## src/verilog/rcc_pkg.sv

```systemverilog
package rcc_pkg;

	// register indices; byte address is four times the index
	localparam logic [29:0] IDX_CMD     = 30'h0000064;
	localparam logic [29:0] IDX_STATUS  = 30'h000006e;
	localparam logic [29:0] IDX_TIMEOUT = 30'h00480da;
	localparam logic [29:0] IDX_CFG     = 30'h0000200;
	localparam logic [29:0] IDX_RESULT  = 30'h0000201;

	// command word bits
	localparam int CB_FULL_RESET  = 0;
	localparam int CB_PUSH_SETUP  = 1;
	localparam int CB_RUN_BEGIN   = 2;
	localparam int CB_TRIG_ARM    = 3;
	localparam int CB_TRIG_FORCE  = 4;
	localparam int CB_TRIG_DISARM = 5;
	localparam int CB_RUN_END     = 6;
	localparam int CB_WAIT_PRE    = 12;
	localparam int CB_WAIT_TRIG   = 13;
	localparam int CB_WAIT_DONE   = 14;

	// status word bits
	localparam int SB_FIRST_PRETRIG = 0;
	localparam int SB_FIRST_TRIG    = 1;
	localparam int SB_RUN_DONE      = 2;
	localparam int SB_SEG_PRETRIG   = 3;

	// result register fields
	localparam int RF_CODE_LSB = 0;
	localparam int RF_BUSY     = 4;
	localparam int RF_SEQ_ERR  = 8;
	localparam int RF_RUNNING  = 9;
	localparam int RF_ARMED    = 10;

	// configuration register fields
	localparam int CF_ACQ_MODE  = 0;
	localparam int CF_MULTI     = 1;
	localparam int CF_FIXED_W   = 16;
	localparam int CF_LIVE_LSB  = 16;
	localparam int CF_LIVE_W    = 16;

	// values after reset
	localparam logic [31:0] TIMEOUT_RST = 32'h00000000;
	localparam logic [15:0] FIXED_RST   = 16'h0000;
	localparam logic [15:0] LIVE_RST    = 16'h0000;

	// wait result codes
	localparam logic [1:0] RES_NONE    = 2'h0;
	localparam logic [1:0] RES_OK      = 2'h1;
	localparam logic [1:0] RES_TIMEOUT = 2'h2;
	localparam logic [1:0] RES_ABORT   = 2'h3;

	// timing
	localparam int CLK_PERIOD_NS = 10;
	localparam int MS_NS         = 1000000;
	localparam int MS_CYCLES     = MS_NS / CLK_PERIOD_NS;

	typedef enum logic [1:0] {ST_IDLE, ST_FILL, ST_ARMED, ST_RUN} rcc_state_t;
	typedef enum logic [1:0] {WK_NONE, WK_PRE, WK_TRIG, WK_DONE} rcc_wait_t;

endpackage

```

## src/verilog/rcc_run_ctrl.sv

```systemverilog
`timescale 1ns/1ps
// Functional notes
// - command word is write-only; each bit a command, several per write
// - illegal combination or state: whole word rejected, sequence error flagged
// - full reset command resets run state, configuration and timeout
// - push setup copies pending configuration to hardware, no run started
// - run begin first pushes changed configuration, then starts the run
// - while running only live fields change; fixed fields frozen
// - trigger arm enables detection, with run begin or later
// - force makes a trigger without detection; with run begin acts as soft trigger
// - trigger disarm ignores pin triggers until armed again; a force is still taken
// - each run begins disarmed unless arm is in the same write
// - run end stops a run; when idle it only aborts a pending wait
// - wait ends ok on its state, timeout code on expiry, abort on stop/reset
// - acquisition: pretrigger fill first, only then triggers looked for
// - wait for trigger ends on first trigger of the run only
// - wait for done ends when run finished
// - millisecond timeout register for later waits; zero means none
// - timeout zero after reset; nonzero value kept until zero written or full reset
// - timeout expiry leaves run state untouched
// - read-only status word with independent flags
// - first trigger flag and run done flag
// - first pretrigger flag; segment pretrigger flag set per fill, cleared by trigger
// - generation: armed, trigger starts replay, end sets done and stops
module rcc_run_ctrl #(
	parameter int MS_CYCLES = rcc_pkg::MS_CYCLES
) (
	input  wire logic        CLOCK,
	input  wire logic        NRST,
	input  wire logic [31:0] WB_ADR_I,
	input  wire logic [31:0] WB_DAT_I,
	input  wire logic        WB_WE_I,
	input  wire logic [3:0]  WB_SEL_I,
	input  wire logic        WB_CYC_I,
	input  wire logic        WB_STB_I,
	output logic      [31:0] WB_DAT_O,
	output logic             WB_ACK_O,
	input  wire logic        TRIG_PIN,
	input  wire logic        PRETRIG_FULL,
	input  wire logic        SEG_PRETRIG_FULL,
	input  wire logic        RUN_COMPLETE,
	output logic             RUN_ACTIVE,
	output logic             TRIG_ARMED,
	output logic             TRIG_ACCEPT,
	output logic             SETUP_LOAD,
	output logic             CARD_RESET,
	output logic      [15:0] FIXED_CFG,
	output logic      [15:0] LIVE_CFG
);
	rcc_pkg::rcc_state_t state;
	rcc_pkg::rcc_state_t next_state;
	rcc_pkg::rcc_wait_t  wait_kind;

	logic [29:0] idx;
	logic [31:0] wmask;
	logic [31:0] cmd;
	logic [31:0] rd_mux;
	logic [31:0] wait_tmo;
	logic [31:0] tmo_ms;
	logic [31:0] ms_count;
	logic [15:0] shadow;
	logic [2:0]  waits;
	logic [1:0]  res_code;
	logic        bus_req;
	logic        bus_do;
	logic        cmd_wr;
	logic        seq_err;
	logic        seq_err_q;
	logic        running;
	logic        mode_acq_next;
	logic        cfg_dirty;
	logic        push;
	logic        do_reset;
	logic        do_setup;
	logic        do_start;
	logic        do_arm;
	logic        do_force;
	logic        do_disarm;
	logic        do_stop;
	logic        do_wait;
	logic        abort;
	logic        force_pend;
	logic        trig_take;
	logic        seg_trig;
	logic        trig_ff1;
	logic        trig_ff2;
	logic        trig_ff3;
	logic        trig_evt;
	logic        flag_first_pretrig_full;
	logic        flag_first_trig_seen;
	logic        flag_run_done;
	logic        flag_segment_pretrig_full;
	logic        wait_hit;
	logic        timeout_hit;
	logic        ms_tick;

	// bus slave: ack one cycle after the strobe, dropped the cycle after
	assign bus_req = WB_CYC_I & WB_STB_I;
	assign bus_do  = bus_req & WB_ACK_O;
	assign idx     = WB_ADR_I[31:2];
	assign wmask   = {{8{WB_SEL_I[3]}}, {8{WB_SEL_I[2]}}, {8{WB_SEL_I[1]}}, {8{WB_SEL_I[0]}}};

	always_ff @(posedge CLOCK) begin
		if (!NRST)
			WB_ACK_O <= 1'b0;
		else
			WB_ACK_O <= bus_req & ~WB_ACK_O;
	end

	always_comb begin
		case (idx)
			rcc_pkg::IDX_STATUS:  rd_mux = {28'h0000000, flag_segment_pretrig_full, flag_run_done,
			                               flag_first_trig_seen, flag_first_pretrig_full};
			rcc_pkg::IDX_TIMEOUT: rd_mux = tmo_ms;
			rcc_pkg::IDX_CFG:     rd_mux = {LIVE_CFG, shadow};
			rcc_pkg::IDX_RESULT:  rd_mux = {21'h000000, TRIG_ARMED, RUN_ACTIVE, seq_err_q,
			                               3'h0, (wait_kind != rcc_pkg::WK_NONE), 2'h0, res_code};
			default:              rd_mux = 32'h00000000;
		endcase
	end

	// command word reads as zero: it is write-only
	always_ff @(posedge CLOCK) begin
		if (!NRST)
			WB_DAT_O <= 32'h00000000;
		else if (bus_req && !WB_ACK_O && !WB_WE_I)
			WB_DAT_O <= rd_mux;
	end

	// trigger pin crosses in through two flops before the edge detector
	always_ff @(posedge CLOCK) begin
		if (!NRST) begin
			trig_ff1 <= 1'b0;
			trig_ff2 <= 1'b0;
			trig_ff3 <= 1'b0;
		end else begin
			trig_ff1 <= TRIG_PIN;
			trig_ff2 <= trig_ff1;
			trig_ff3 <= trig_ff2;
		end
	end
	assign trig_evt = trig_ff2 & ~trig_ff3;

	// command decode; the write takes effect at the acked edge
	assign cmd_wr  = bus_do & WB_WE_I & (idx == rcc_pkg::IDX_CMD);
	assign cmd     = WB_DAT_I & wmask;
	assign running = (state != rcc_pkg::ST_IDLE);
	assign waits   = {cmd[rcc_pkg::CB_WAIT_DONE], cmd[rcc_pkg::CB_WAIT_TRIG],
	                  cmd[rcc_pkg::CB_WAIT_PRE]};
	assign mode_acq_next = (cmd[rcc_pkg::CB_PUSH_SETUP] || cfg_dirty) ?
	                       shadow[rcc_pkg::CF_ACQ_MODE] : FIXED_CFG[rcc_pkg::CF_ACQ_MODE];

	always_comb begin
		seq_err = 1'b0;
		if (cmd[rcc_pkg::CB_FULL_RESET] && (cmd[31:1] != 31'h00000000))
			seq_err = 1'b1;
		if (cmd[rcc_pkg::CB_RUN_BEGIN] && (running || cmd[rcc_pkg::CB_RUN_END]))
			seq_err = 1'b1;
		if (cmd[rcc_pkg::CB_PUSH_SETUP] && running)
			seq_err = 1'b1;
		if (cmd[rcc_pkg::CB_TRIG_ARM] && cmd[rcc_pkg::CB_TRIG_DISARM])
			seq_err = 1'b1;
		if ((waits & (waits - 3'h1)) != 3'h0)
			seq_err = 1'b1;
		if ((waits != 3'h0) && (wait_kind != rcc_pkg::WK_NONE))
			seq_err = 1'b1;
		if (cmd[rcc_pkg::CB_WAIT_PRE] && !mode_acq_next)
			seq_err = 1'b1;
	end

	assign do_reset  = cmd_wr & ~seq_err & cmd[rcc_pkg::CB_FULL_RESET];
	assign do_setup  = cmd_wr & ~seq_err & cmd[rcc_pkg::CB_PUSH_SETUP];
	assign do_start  = cmd_wr & ~seq_err & cmd[rcc_pkg::CB_RUN_BEGIN];
	assign do_arm    = cmd_wr & ~seq_err & cmd[rcc_pkg::CB_TRIG_ARM];
	assign do_force  = cmd_wr & ~seq_err & cmd[rcc_pkg::CB_TRIG_FORCE];
	assign do_disarm = cmd_wr & ~seq_err & cmd[rcc_pkg::CB_TRIG_DISARM];
	assign do_stop   = cmd_wr & ~seq_err & cmd[rcc_pkg::CB_RUN_END];
	assign do_wait   = cmd_wr & ~seq_err & (waits != 3'h0);
	assign push      = do_setup | (do_start & cfg_dirty);
	assign abort     = do_reset | do_stop;

	always_ff @(posedge CLOCK) begin
		if (!NRST)
			seq_err_q <= 1'b0;
		else if (cmd_wr)
			seq_err_q <= seq_err;
	end

	// configuration: fixed half waits for a push, live half applies at once
	always_ff @(posedge CLOCK) begin
		if (!NRST || do_reset) begin
			shadow    <= rcc_pkg::FIXED_RST;
			LIVE_CFG  <= rcc_pkg::LIVE_RST;
			FIXED_CFG <= rcc_pkg::FIXED_RST;
			cfg_dirty <= 1'b0;
		end else begin
			if (bus_do && WB_WE_I && idx == rcc_pkg::IDX_CFG) begin
				for (int i = 0; i < 2; i++) begin
					if (WB_SEL_I[i])
						shadow[8*i +: 8] <= WB_DAT_I[8*i +: 8];
					if (WB_SEL_I[i+2])
						LIVE_CFG[8*i +: 8] <= WB_DAT_I[16+8*i +: 8];
				end
			end
			if (push)
				FIXED_CFG <= shadow;
			// a write landing with a push keeps the dirty mark
			if (bus_do && WB_WE_I && idx == rcc_pkg::IDX_CFG && (WB_SEL_I[1:0] != 2'h0))
				cfg_dirty <= 1'b1;
			else if (push)
				cfg_dirty <= 1'b0;
		end
	end

	always_ff @(posedge CLOCK) begin
		if (!NRST || do_reset)
			tmo_ms <= rcc_pkg::TIMEOUT_RST;
		else if (bus_do && WB_WE_I && idx == rcc_pkg::IDX_TIMEOUT) begin
			for (int i = 0; i < 4; i++) begin
				if (WB_SEL_I[i])
					tmo_ms[8*i +: 8] <= WB_DAT_I[8*i +: 8];
			end
		end
	end

	// trigger engine
	assign trig_take = (state == rcc_pkg::ST_ARMED) & ((trig_evt & TRIG_ARMED) | force_pend);
	assign seg_trig  = (state == rcc_pkg::ST_RUN) & ((trig_evt & TRIG_ARMED) | force_pend);

	always_ff @(posedge CLOCK) begin
		if (!NRST || do_reset)
			TRIG_ARMED <= 1'b0;
		else if (do_start)
			TRIG_ARMED <= cmd[rcc_pkg::CB_TRIG_ARM];
		else if (do_arm)
			TRIG_ARMED <= 1'b1;
		else if (do_disarm)
			TRIG_ARMED <= 1'b0;
	end

	// a force is held until the engine is able to look for triggers
	always_ff @(posedge CLOCK) begin
		if (!NRST || abort)
			force_pend <= 1'b0;
		else if (do_force && (running || do_start))
			force_pend <= 1'b1;
		else if (trig_take || seg_trig)
			force_pend <= 1'b0;
	end

	always_comb begin
		next_state = state;
		case (state)
			rcc_pkg::ST_FILL:
				if (PRETRIG_FULL)
					next_state = rcc_pkg::ST_ARMED;
			rcc_pkg::ST_ARMED:
				if (trig_take)
					next_state = rcc_pkg::ST_RUN;
			rcc_pkg::ST_RUN:
				if (RUN_COMPLETE)
					next_state = rcc_pkg::ST_IDLE;
			default:
				next_state = rcc_pkg::ST_IDLE;
		endcase
		if (do_start)
			next_state = mode_acq_next ? rcc_pkg::ST_FILL : rcc_pkg::ST_ARMED;
		if (abort)
			next_state = rcc_pkg::ST_IDLE;
	end

	always_ff @(posedge CLOCK) begin
		if (!NRST) begin
			state       <= rcc_pkg::ST_IDLE;
			RUN_ACTIVE  <= 1'b0;
			TRIG_ACCEPT <= 1'b0;
			SETUP_LOAD  <= 1'b0;
			CARD_RESET  <= 1'b0;
		end else begin
			state       <= next_state;
			RUN_ACTIVE  <= (next_state != rcc_pkg::ST_IDLE);
			TRIG_ACCEPT <= (trig_take | seg_trig) & ~abort;
			SETUP_LOAD  <= push;
			CARD_RESET  <= do_reset;
		end
	end

	// status flags: hardware set wins over a trigger clear in the same cycle; a stop or reset in that cycle blocks the set
	always_ff @(posedge CLOCK) begin
		if (!NRST) begin
			flag_first_pretrig_full   <= 1'b0;
			flag_first_trig_seen      <= 1'b0;
			flag_run_done             <= 1'b0;
			flag_segment_pretrig_full <= 1'b0;
		end else begin
			if (state == rcc_pkg::ST_FILL && PRETRIG_FULL && !abort)
				flag_first_pretrig_full <= 1'b1;
			else if (do_start || do_reset)
				flag_first_pretrig_full <= 1'b0;
			if (trig_take && !abort)
				flag_first_trig_seen <= 1'b1;
			else if (do_start || do_reset)
				flag_first_trig_seen <= 1'b0;
			if (state == rcc_pkg::ST_RUN && RUN_COMPLETE && !abort)
				flag_run_done <= 1'b1;
			else if (do_start || do_reset)
				flag_run_done <= 1'b0;
			if (!abort && ((state == rcc_pkg::ST_FILL && PRETRIG_FULL) ||
			    (state == rcc_pkg::ST_RUN && SEG_PRETRIG_FULL &&
			     FIXED_CFG[rcc_pkg::CF_MULTI])))
				flag_segment_pretrig_full <= 1'b1;
			else if (trig_take || seg_trig || do_start || do_reset)
				flag_segment_pretrig_full <= 1'b0;
		end
	end

	// waits: one at a time, timeout taken at the start of the wait
	always_comb begin
		case (wait_kind)
			rcc_pkg::WK_PRE:  wait_hit = flag_first_pretrig_full;
			rcc_pkg::WK_TRIG: wait_hit = flag_first_trig_seen;
			rcc_pkg::WK_DONE: wait_hit = flag_run_done;
			default:          wait_hit = 1'b0;
		endcase
	end
	assign timeout_hit = (wait_tmo != 32'h00000000) && (ms_count == wait_tmo);

	rcc_ms_tick #(
		.CYCLES (MS_CYCLES)
	) u_ms_tick (
		.clock (CLOCK),
		.nrst  (NRST),
		.clear (wait_kind == rcc_pkg::WK_NONE),
		.tick  (ms_tick)
	);

	always_ff @(posedge CLOCK) begin
		if (!NRST) begin
			wait_kind <= rcc_pkg::WK_NONE;
			res_code  <= rcc_pkg::RES_NONE;
			wait_tmo  <= 32'h00000000;
			ms_count  <= 32'h00000000;
		end else if (abort && wait_kind != rcc_pkg::WK_NONE) begin
			wait_kind <= rcc_pkg::WK_NONE;
			res_code  <= rcc_pkg::RES_ABORT;
		end else if (do_wait) begin
			wait_kind <= waits[0] ? rcc_pkg::WK_PRE :
			             waits[1] ? rcc_pkg::WK_TRIG : rcc_pkg::WK_DONE;
			res_code  <= rcc_pkg::RES_NONE;
			wait_tmo  <= tmo_ms;
			ms_count  <= 32'h00000000;
		end else if (wait_kind != rcc_pkg::WK_NONE) begin
			if (wait_hit) begin
				wait_kind <= rcc_pkg::WK_NONE;
				res_code  <= rcc_pkg::RES_OK;
			end else if (timeout_hit) begin
				wait_kind <= rcc_pkg::WK_NONE;
				res_code  <= rcc_pkg::RES_TIMEOUT;
			end else if (ms_tick)
				ms_count <= ms_count + 32'h00000001;
		end
	end
endmodule // rcc_run_ctrl

```

## src/verilog/rcc_ms_tick.sv

```systemverilog
`timescale 1ns/1ps
module rcc_ms_tick #(
	parameter int CYCLES = rcc_pkg::MS_CYCLES
) (
	input  wire logic clock,
	input  wire logic nrst,
	input  wire logic clear,
	output logic      tick
);
	localparam int CW = (CYCLES > 1) ? $clog2(CYCLES) : 1;
	localparam logic [CW-1:0] LAST = CW'(CYCLES - 1);

	logic [CW-1:0] count;

	// restarts with each wait so the first millisecond is a whole one
	always_ff @(posedge clock) begin
		if (!nrst || clear) begin
			count <= '0;
			tick  <= 1'b0;
		end else if (count == LAST) begin
			count <= '0;
			tick  <= 1'b1;
		end else begin
			count <= count + 1'b1;
			tick  <= 1'b0;
		end
	end
endmodule // rcc_ms_tick

```

## config.mk

```make
export PLATFORM = sky130hd
export DESIGN_NAME = rcc_run_ctrl
export DESIGN_NICKNAME = d
export VERILOG_FILES = /design/src/verilog/rcc_pkg.sv /design/src/verilog/rcc_run_ctrl.sv /design/src/verilog/rcc_ms_tick.sv
export SDC_FILE = /design/constraint.sdc
export NUM_CORES = 1
export LEC_CHECK = 0
export BUFFER_PORTS_ARGS = -buffer_cell sky130_fd_sc_hd__buf_2
export CORE_ASPECT_RATIO = 1.2
export CORE_MARGIN = 5
export CORE_UTILIZATION = 40
export CTS_CLUSTER_DIAMETER = 80
export DETAILED_ROUTE_END_ITERATION = 8
export SLEW_MARGIN = 25
export SYNTH_ARGS = -nofsm -noshare
export SYNTH_HDL_FRONTEND = slang
export SYNTH_SLANG_ARGS = --single-unit
export TNS_END_PERCENT = 20
```

## constraint.sdc

```tcl
create_clock -name CLOCK -period 8.07 [get_ports CLOCK]
set_input_delay 1.614 -clock CLOCK [delete_from_list [all_inputs] [get_ports CLOCK]]
set_output_delay 1.614 -clock CLOCK [all_outputs]
set_load 0.02 [all_outputs]
```

==> summary.txt, run 1 <==
Status
  – Outcome: completed

Routing
  – Routed wire per std cell: 18.8 um
  – Remaining number of nets flagged by the antenna check after routing: 0
  – First-iteration detailed-routing DRC count: 650
  – DRC violation count after routing: 0
  – Mean number of vias per cell: 5.71
  – Total number of vias: 9390
  – Total routed wirelength: approximately 31000 um
  – First-pass detailed-route iteration total: 6

STA
  – Setup skew after layout: 5.92 ps
  – Worst rel slew slack: 0.257
  – Fin worst setup slack: between 3000 and 4000 ps
  – Worst Hold Slack: 441 ps
  – Unrepaired setup endpoints after global routing: false
  – Fmax achieved: between 0.2 and 0.25 GHz
  – Worst-Margin Slew: 1120 ps
  – Final-report setup violation count: 0
  – Final critical-path required period: 4950 ps
  – Number of slew-limit violations in the final report: 0
  – Number of failing hold endpoints at the final stage: 0
  – Summed negative setup slack over all endpoints: 0 ps
  – Portion of the clock cycle consumed by the worst path in the final layout: 0.613

Cells and area
  – Non-filler cells in the finished layout: 1645
  – Utilization of the core after routing: 0.467
  – Post-layout net count: 1380
  – Fraction of layout instances using a drive strength above 1: 0.226
  – FF/Latch Area: 0.00432 sq mm
  – Design Area, Final: 0.0119 sq mm
  – Filler cell count: about 2500
  – Multi-input combinational cell area: 0.00546 sq mm
  – Syn-to-layout area delta: 15.9%
  – Antenna Diode Count: 0

Floorplan
  – Die Y: between 150 and 200 um
  – Initial cell density of the core: 0.403
  – Total Die Area: 0.0289 sq mm
  – Cell row count: between 60 and 70
  – Number of I/O pins: 147
  – Die span in x: between 150 and 200 um
  – Core Footprint: roughly 0.025 sq mm

Place
  – Number of placed instances with taps included: around 1600
  – Final estimated routing congestion in global placement: 0.884
  – Post-Place Cell Area: around 0.011 sq mm
  – Number of buffers added on ports: roughly 140
  – Dpl ws: 2640 ps
  – DP Wirelength: 21400 um

Clock tree
  – Total number of H-tree levels: 1
  – Register clock-pin slew on the reported worst setup and hold paths: 60 ps
  – Master cell of the clock root buffer: sky130_fd_sc_hd__clkbuf_16
  – Post-CTS setup buffer count: 0
  – Clock tree from TritonCTS: built
  – CTS hold repair buffers: 0
  – Buffers from clock root to sink, at most: 3
  – Insertion delay of the later-clocked pin in the worst-skew pair: 510 ps
  – Number of clock sinks: 216
  – Number of gates resized after cts: 0
  – Number of buffers created by CTS: 22

Logic synthesis
  – Cell area after synthesis: 0.0102 sq mm
  – Post-synthesis instance total: 1201
  – Count of flip-flops with a built-in enable after synthesis: 0
  – Warnings from Yosys: 0
  – Post-synthesis area per instance: between 8 and 9 sq um
  – Number of nets in the synthesized netlist: 1280
  – Share of synthesized area occupied by flip-flops and latches: 0.422
  – Yosys reg bits: 216
  – Proportion of synthesized flip-flops having asynchronous set or reset: 0
  – Count of different cell masters after synthesis: 71
  – Top_reg_cell synth: sky130_fd_sc_hd__dfxtp_1

Global route
  – Vias in the first global route: slightly above 9000
  – Final global-route overflow total: 0
  – Global-route usage over all layers: 0.207
  – Largest net degree at the start of global routing: 67
  – Global-route wire length before repair: 49300 um
  – Initial antenna violation count: 0

Setup path
  – Setup Crit Path Kind: input port to flop
  – Arrival time of the worst setup path: 5310 ps
  – Critical Path Source Type: input port
  – Largest fanout on the critical path: 46
  – Required time at the worst-slack endpoint: 8430 ps
  – Element type at the critical path end: flop

Job
  – # Max-Cap Violations: 0

Power
  – Largest vdd supply drop: ~0.15 mV
  – Power density normalized to cell area: 190 mW/mm^2
  – Leakage power: 4.24 nW
  – Power consumption: 2.26 mW

Hold path
  – Classification of the worst-slack hold path: flop to flop
==> registers in the layout, summed over array words and instances (netlist names), 16 cells and up <==
name and flops:
FIXED_CFG 16, WB_DAT_O 32, tmo_ms 32, u_ms_tick.count 17, wait_tmo 32, LIVE_CFG 16
shadow 16, ms_count 32
==> power by group <==
group          total [mW]  switching [mW]  internal, mW  leakage [nW]
clock                1.10           0.427         0.674         0.378
combinational      0.0868          0.0622        0.0246          2.12
sequential           1.07         0.00175          1.07          1.74
==> cells in the mapped netlist (17+ instances only) <==
cell type	instances	area share
sky130_fd_sc_hd__a21oi_2	65	0.056
sky130_fd_sc_hd__nor3_1	21	0.010
sky130_fd_sc_hd__dfxtp_1	216	0.42
sky130_fd_sc_hd__clkbuf_1	61	0.022
sky130_fd_sc_hd__nand2_1	195	0.071
sky130_fd_sc_hd__a2bb2oi_1	28	0.024
sky130_fd_sc_hd__xor2_1	41	0.035
sky130_fd_sc_hd__a22oi_1	25	0.018
sky130_fd_sc_hd__nand3_1	91	0.044
sky130_fd_sc_hd__mux2i_1	17	0.017
sky130_fd_sc_hd__nand4_1	24	0.015
sky130_fd_sc_hd__a21oi_1	59	0.029
sky130_fd_sc_hd__nor2_1	68	0.025
sky130_fd_sc_hd__nor4_1	38	0.023
sky130_fd_sc_hd__o21ai_0	24	0.012
==> kinds of logic (layout without fill, tap and decap cells) <==
family                   Yosys count  in the layout  share of synthesized area
flip-flops                       216            216                      0.422
adder cells (fa/ha/maj)            3              3                    0.00354
buffers and inverters             95            209                     0.0469
multiplexers                      23             23                     0.0232
AND/OR/NAND/NOR                  531            531                      0.255
AO/OA/AOI/OAI                    288            288                      0.210
XOR/XNOR                          45             45                     0.0385
==> critical path: stages <==
cell and delay, ps:
sky130_fd_sc_hd__buf_2 440, sky130_fd_sc_hd__a21oi_2 120, sky130_fd_sc_hd__mux2i_1 220, sky130_fd_sc_hd__or4_4 470
sky130_fd_sc_hd__a221oi_4 700, sky130_fd_sc_hd__nand3_4 220, sky130_fd_sc_hd__o21ai_4 640, sky130_fd_sc_hd__buf_4 740
sky130_fd_sc_hd__a21oi_1 70
==> layout make-up <==
type / instances / area share
Sequential cell: 216 / 0.365
Inverter: 11 / 0.00348
Multi-Input combinational cell: 890 / 0.460
Clock buffer: 30 / 0.0533
Clock inverter: 8 / 0.0120
Timing Repair Buffer: 160 / 0.0715
Tap cell: 330 / 0.0348
==> placed cells by master, fill, tap and decap left out, drive strengths merged, types with 25 or more instances in the layout <==
cell	Yosys	routed
a21oi	124	124
a22oi	25	25
a2bb2oi	28	28
buf	23	160
clkbuf	61	30
dfxtp	216	216
nand2	195	195
nand3	92	92
nor2	84	84
nor4	38	38
o21ai	29	29
xor2	41	41
==> routing by layer <==
metal,vias to the layer above,part of all wire,track usage
met5,-,0,0
met3,40,0.051,0.0255
li1,4579,-,-
met1,4509,0.45,0.284
met4,0,0.016,0.0483
met2,262,0.48,0.349
==> final timing paths <==
check | slack (ps) | end | from | cells after the start
worst min register to register | 440 | trig_ff2 | trig_ff1 | 1
worst max register to register | 4190 | tmo_ms[24] | wait_kind[1] | 7
worst min-delay path | 440 | trig_ff2 | trig_ff1 | 1
worst max-delay path | 3120 | tmo_ms[24] | WB_SEL_I[0] | 9
Note: power is estimated with default switching activity, not from simulation.
==> inputs of run 2 (changes only) <==
--- a/config.mk
+++ b/config.mk
@@ -5,6 +5,7 @@
 export SDC_FILE = /design/constraint.sdc
 export NUM_CORES = 1
 export LEC_CHECK = 0
+export ABC_AREA = 1
 export BUFFER_PORTS_ARGS = -buffer_cell sky130_fd_sc_hd__buf_2
 export CORE_ASPECT_RATIO = 1.2
 export CORE_MARGIN = 5
==> constraint.sdc (replaced) <==
create_clock -name CLOCK -period 4.7 [get_ports CLOCK]
set_input_delay 0.94 -clock CLOCK [delete_from_list [all_inputs] [get_ports CLOCK]]
set_output_delay 0.94 -clock CLOCK [all_outputs]
set_load 0.02 [all_outputs]
==> run 2 against run 1 <==
Against the previous run:
- register-to-register slack worse by 2100 ps
- via count increased by 17%
- die area rose by 7.0%
- critical path type unchanged
==> summary.txt, run 2 <==
Logic synthesis
  – Warnings from Yosys: 0 (unchanged)
  – Yosys reg bits: 216 (unchanged)
  – Share of synthesized area occupied by flip-flops and latches: 0.393 (was 0.422)
  – Count of flip-flops with a built-in enable after synthesis: 0 (unchanged)
  – Cell area after synthesis: 0.0110 sq mm (was 0.0102 sq mm)
  – Count of different cell masters after synthesis: 44 (was 71)
  – Most numerous cell types in the synthesized netlist: sky130_fd_sc_hd__nand2_1 (498), sky130_fd_sc_hd__nor2_1 (221), sky130_fd_sc_hd__dfxtp_1 (216) (was sky130_fd_sc_hd__dfxtp_1 (216), sky130_fd_sc_hd__nand2_1 (195), sky130_fd_sc_hd__nand3_1 (91))
  – Share of the synthesized area in the top cell type: 0.393 (was 0.422)
  – Most repeated cell in the gate-level netlist after synthesis: sky130_fd_sc_hd__nand2_1 (was sky130_fd_sc_hd__dfxtp_1)
  – Top_reg_cell synth: sky130_fd_sc_hd__dfxtp_1 (unchanged)
  – Number of nets in the synthesized netlist: 1787 (was 1280)
  – Main area contributors after synthesis: sky130_fd_sc_hd__dfxtp_1 (39%), sky130_fd_sc_hd__nand2_1 (17%), sky130_fd_sc_hd__nor2_1 (7.5%) (was sky130_fd_sc_hd__dfxtp_1 (42%), sky130_fd_sc_hd__nand2_1 (7.1%), sky130_fd_sc_hd__a21oi_2 (5.6%))
  – Post-synthesis instance total: 1708 (was 1201)
  – Post-synthesis area per instance: 6.44 sq um (was 8.53 sq um)
  – Most area-hungry cell type in the Yosys netlist: sky130_fd_sc_hd__dfxtp_1 (unchanged)
  – Proportion of synthesized flip-flops having asynchronous set or reset: 0 (unchanged)

Cells and area
  – Syn-to-layout area delta: 15.1% (was 15.9%)
  – Most common library cell in the layout ignoring fill and taps: sky130_fd_sc_hd__nand2_1 (was sky130_fd_sc_hd__dfxtp_1)
  – Filler cell count: 2882 (was 2474)
  – Non-filler cells in the finished layout: 2173 (was 1645)
  – Post-layout net count: 1896 (was 1380)
  – Multi-input combinational cell area: 0.00561 sq mm (was 0.00546 sq mm)
  – Most used cells in the layout excluding fill and tap cells: sky130_fd_sc_hd__nand2_1 (498), sky130_fd_sc_hd__nor2_1 (220), sky130_fd_sc_hd__dfxtp_1 (216) (was sky130_fd_sc_hd__dfxtp_1 (216), sky130_fd_sc_hd__nand2_1 (195), sky130_fd_sc_hd__buf_2 (144))
  – FF/Latch Area: 0.00432 sq mm (unchanged)
  – Fraction of layout instances using a drive strength above 1: 0.126 (was 0.226)

Place
  – Final estimated routing congestion in global placement: 0.891 (was 0.884)
  – DP Wirelength: 23500 um (was 21400 um)
  – Number of buffers added on ports: 144 (unchanged)
  – Dpl ws: 1160 ps (was 2640 ps)
  – Number of placed instances with taps included: 2131 (was 1607)

STA
  – Worst rel slew slack: 0.385 (was 0.257)
  – Setup skew after layout: 13.9 ps (was 5.92 ps)
  – Final critical-path required period: 3040 ps
  – Summed negative setup slack over all endpoints: 0 ps (unchanged)
  – Fin worst setup slack: 1660 ps (was 3120 ps)
  – Number of slew-limit violations in the final report: 0 (unchanged)
  – Portion of the clock cycle consumed by the worst path in the final layout: 0.647
  – Number of failing hold endpoints at the final stage: 0 (unchanged)
  – Fmax achieved: 0.329 GHz
  – Final-report setup violation count: 0 (unchanged)
  – Unrepaired setup endpoints after global routing: false (unchanged)
  – Worst-Margin Slew: 922 ps (was 1120 ps)

Clock tree
  – Number of clock sinks: 216 (unchanged)
  – Register clock-pin slew on the reported worst setup and hold paths: 60 ps (about the same)
  – Total number of H-tree levels: 1 (unchanged)
  – Number of buffers created by CTS: 24 (was 22)
  – Insertion delay of the later-clocked pin in the worst-skew pair: 520 ps (was 510 ps)
  – Clock tree from TritonCTS: built (unchanged)
  – Post-CTS setup buffer count: 0 (unchanged)
  – Master cell of the clock root buffer: sky130_fd_sc_hd__clkbuf_16 (unchanged)
  – Number of gates resized after cts: 0 (unchanged)
  – CTS hold repair buffers: 0 (unchanged)
  – Buffers from clock root to sink, at most: 3 (unchanged)

Floorplan
  – Total Die Area: 0.0309 sq mm (was 0.0289 sq mm)
  – Cell row count: 66 (was 64)
  – Core Footprint: 0.0271 sq mm (was 0.0254 sq mm)
  – Number of I/O pins: 147 (unchanged)
  – Die Y: 192 um (was 185 um)
  – Initial cell density of the core: 0.406 (was 0.403)
  – Die span in x: 161 um (was 156 um)

Global route
  – Vias in the first global route: 10400 (was 9096)
  – Final global-route overflow total: 0 (unchanged)
  – Largest net degree at the start of global routing: 83 (was 67)
  – Initial antenna violation count: 2 (was 0)
  – Global-route wire length before repair: 53300 um (was 49300 um)
  – Global-route usage over all layers: 0.207 (about the same)

Status
  – Outcome: completed (unchanged)

Power
  – Internal portion of total power: 3.00 mW (was 1.77 mW)
  – Power density normalized to cell area: 307 mW/mm^2 (was 190 mW/mm^2)
  – Largest vdd supply drop: 0.234 mV (was 0.145 mV)
  – Share of total power in sequential cells: 0.472 (was 0.474)
  – Fraction of power spent switching nets: 0.227 (was 0.217)
  – Clock power share: 0.489 (was 0.488)
  – Leakage power: 5.64 nW (was 4.24 nW)
  – Total net switching power: 0.882 mW (was 0.491 mW)
  – Share of total power in combinational logic: 0.040 (was 0.038)

Routing
  – First-iteration detailed-routing DRC count: 704 (was 650)
  – Remaining number of nets flagged by the antenna check after routing: 0 (unchanged)
  – Routed wire per std cell: 15.0 um (was 18.8 um)
  – DRC violation count after routing: 0 (unchanged)
  – Mean number of vias per cell: 5.06 (was 5.71)
  – First-pass detailed-route iteration total: 5 (was 6)
  – Total number of vias: 11000 (was 9390)
  – Total routed wirelength: 32700 um (was 30900 um)

Setup path
  – Worst Reg-to-Reg Cells: 10 (was 7)
  – Largest fanout on the critical path: 69 (was 46)
  – Reg-to-reg critical path startpoint: state[0] (was wait_kind[1])
  – Worst setup slack for register-to-register paths: 2070 ps (was 4190 ps)
  – Critical register-to-register path endpoint: wait_kind[0] (was tmo_ms[24])
  – Setup Crit Path Kind: input port to flop (unchanged)
  – Arrival time of the worst setup path: 3480 ps (was 5310 ps)
  – Element type at the critical path end: flop (unchanged)
  – Critical Path Source Type: input port (unchanged)
  – Required time at the worst-slack endpoint: 5130 ps (was 8430 ps)

Hold path
  – Worst hold endpoint: trig_ff2 (unchanged)
  – Startpoint of the most critical hold path: trig_ff1 (unchanged)
  – Classification of the worst-slack hold path: flop to flop (unchanged)
  – Cell depth of the worst hold path: 2 (was 1)

Job
  – # Max-Cap Violations: 0 (unchanged)
==> run 2: worst max path at each step <==
| stage | startpoint | endpoint | slack, ps | cells after the start |
|---|---|---|---|---|
| global placement | WB_ADR_I[25] | FIXED_CFG[12] | 1230 | 13 |
| detailed placement | WB_ADR_I[25] | wait_kind[0] | 1160 | 12 |
| finish | WB_ADR_I[25] | wait_kind[0] | 1660 | 12 |
| global route | WB_ADR_I[25] | wait_kind[0] | 1390 | 12 |
| floorplan | WB_SEL_I[2] | FIXED_CFG[11] | 2310 | 16 |
| CTS | WB_ADR_I[25] | wait_kind[0] | 1690 | 12 |
==> run 2: metrics by stage <==
| step | cell area [sq um] | power (mW) | utilization | hold slack [ps] |
|---|---|---|---|---|
| finish | 12700 | 3.88 | 0.468 | 426 |
| floorplan | 11000 | 1.96 | - | 390 |
| global route | 12700 | 4.02 | 0.468 | 452 |
| CTS | 12700 | 3.93 | 0.468 | 426 |
| global placement | 11900 | 2.02 | 0.439 | 400 |
| detailed placement | 11900 | 2.02 | 0.439 | 416 |
==> run 2: cells by family (layout without fill, tap and decap cells) <==
kind of cell               after synthesis  count (layout)  share of synthesized area
buffers and inverters                  262             386                     0.0986
xor gates and xnor gates                25              25                     0.0199
and+or+nand+nor                        954             954                      0.368
DFF                                    216             216                      0.393
adders and majority gates                2               2                    0.00227
other                                    0               1                          0
AOI/OAI and AO/OA                      249             249                      0.119
==> run 2: final cells by class <==
class / count / share of cell area
clock inverters: 9 / 0.00840
clock buffers: 32 / 0.0538
diodes: 1 / 0.000198
well taps: 340 / 0.0336
repair buffers: 155 / 0.0634
multi-input cells: 1230 / 0.443
inverters: 190 / 0.0565
flip-flops and latches: 216 / 0.341
==> run 2: power groups by stage <==
stage               combinational, mW  clock [mW]  sequential (mW)
floorplan                      0.0848           0             1.87
global placement                0.151           0             1.87
detailed placement              0.152           0             1.87
CTS                             0.152        1.94             1.83
global route                    0.169        2.02             1.83
finish                          0.153        1.90             1.83
==> run 2: per-layer routing <==
layer | global-route usage | vias to the layer above | wire (um)
li1 | - | 5644 | -
met1 | 0.273 | 5079 | 15100
met2 | 0.360 | 220 | 15700
met3 | 0.0266 | 42 | 1290
met4 | 0.0502 | 2 | 539
met5 | 0 | - | 7
==> run 2: critical path: stages <==
cell and delay, ps:
sky130_fd_sc_hd__buf_2 90, sky130_fd_sc_hd__nor2_1 100, sky130_fd_sc_hd__and2_1 190, sky130_fd_sc_hd__nand2_1 80, sky130_fd_sc_hd__nor2_2 360, sky130_fd_sc_hd__nand3_1 200, sky130_fd_sc_hd__nor2_4 180, sky130_fd_sc_hd__nand3_2 70
sky130_fd_sc_hd__buf_4 310, sky130_fd_sc_hd__inv_1 440, sky130_fd_sc_hd__o21ai_0 270, sky130_fd_sc_hd__a21oi_1 200
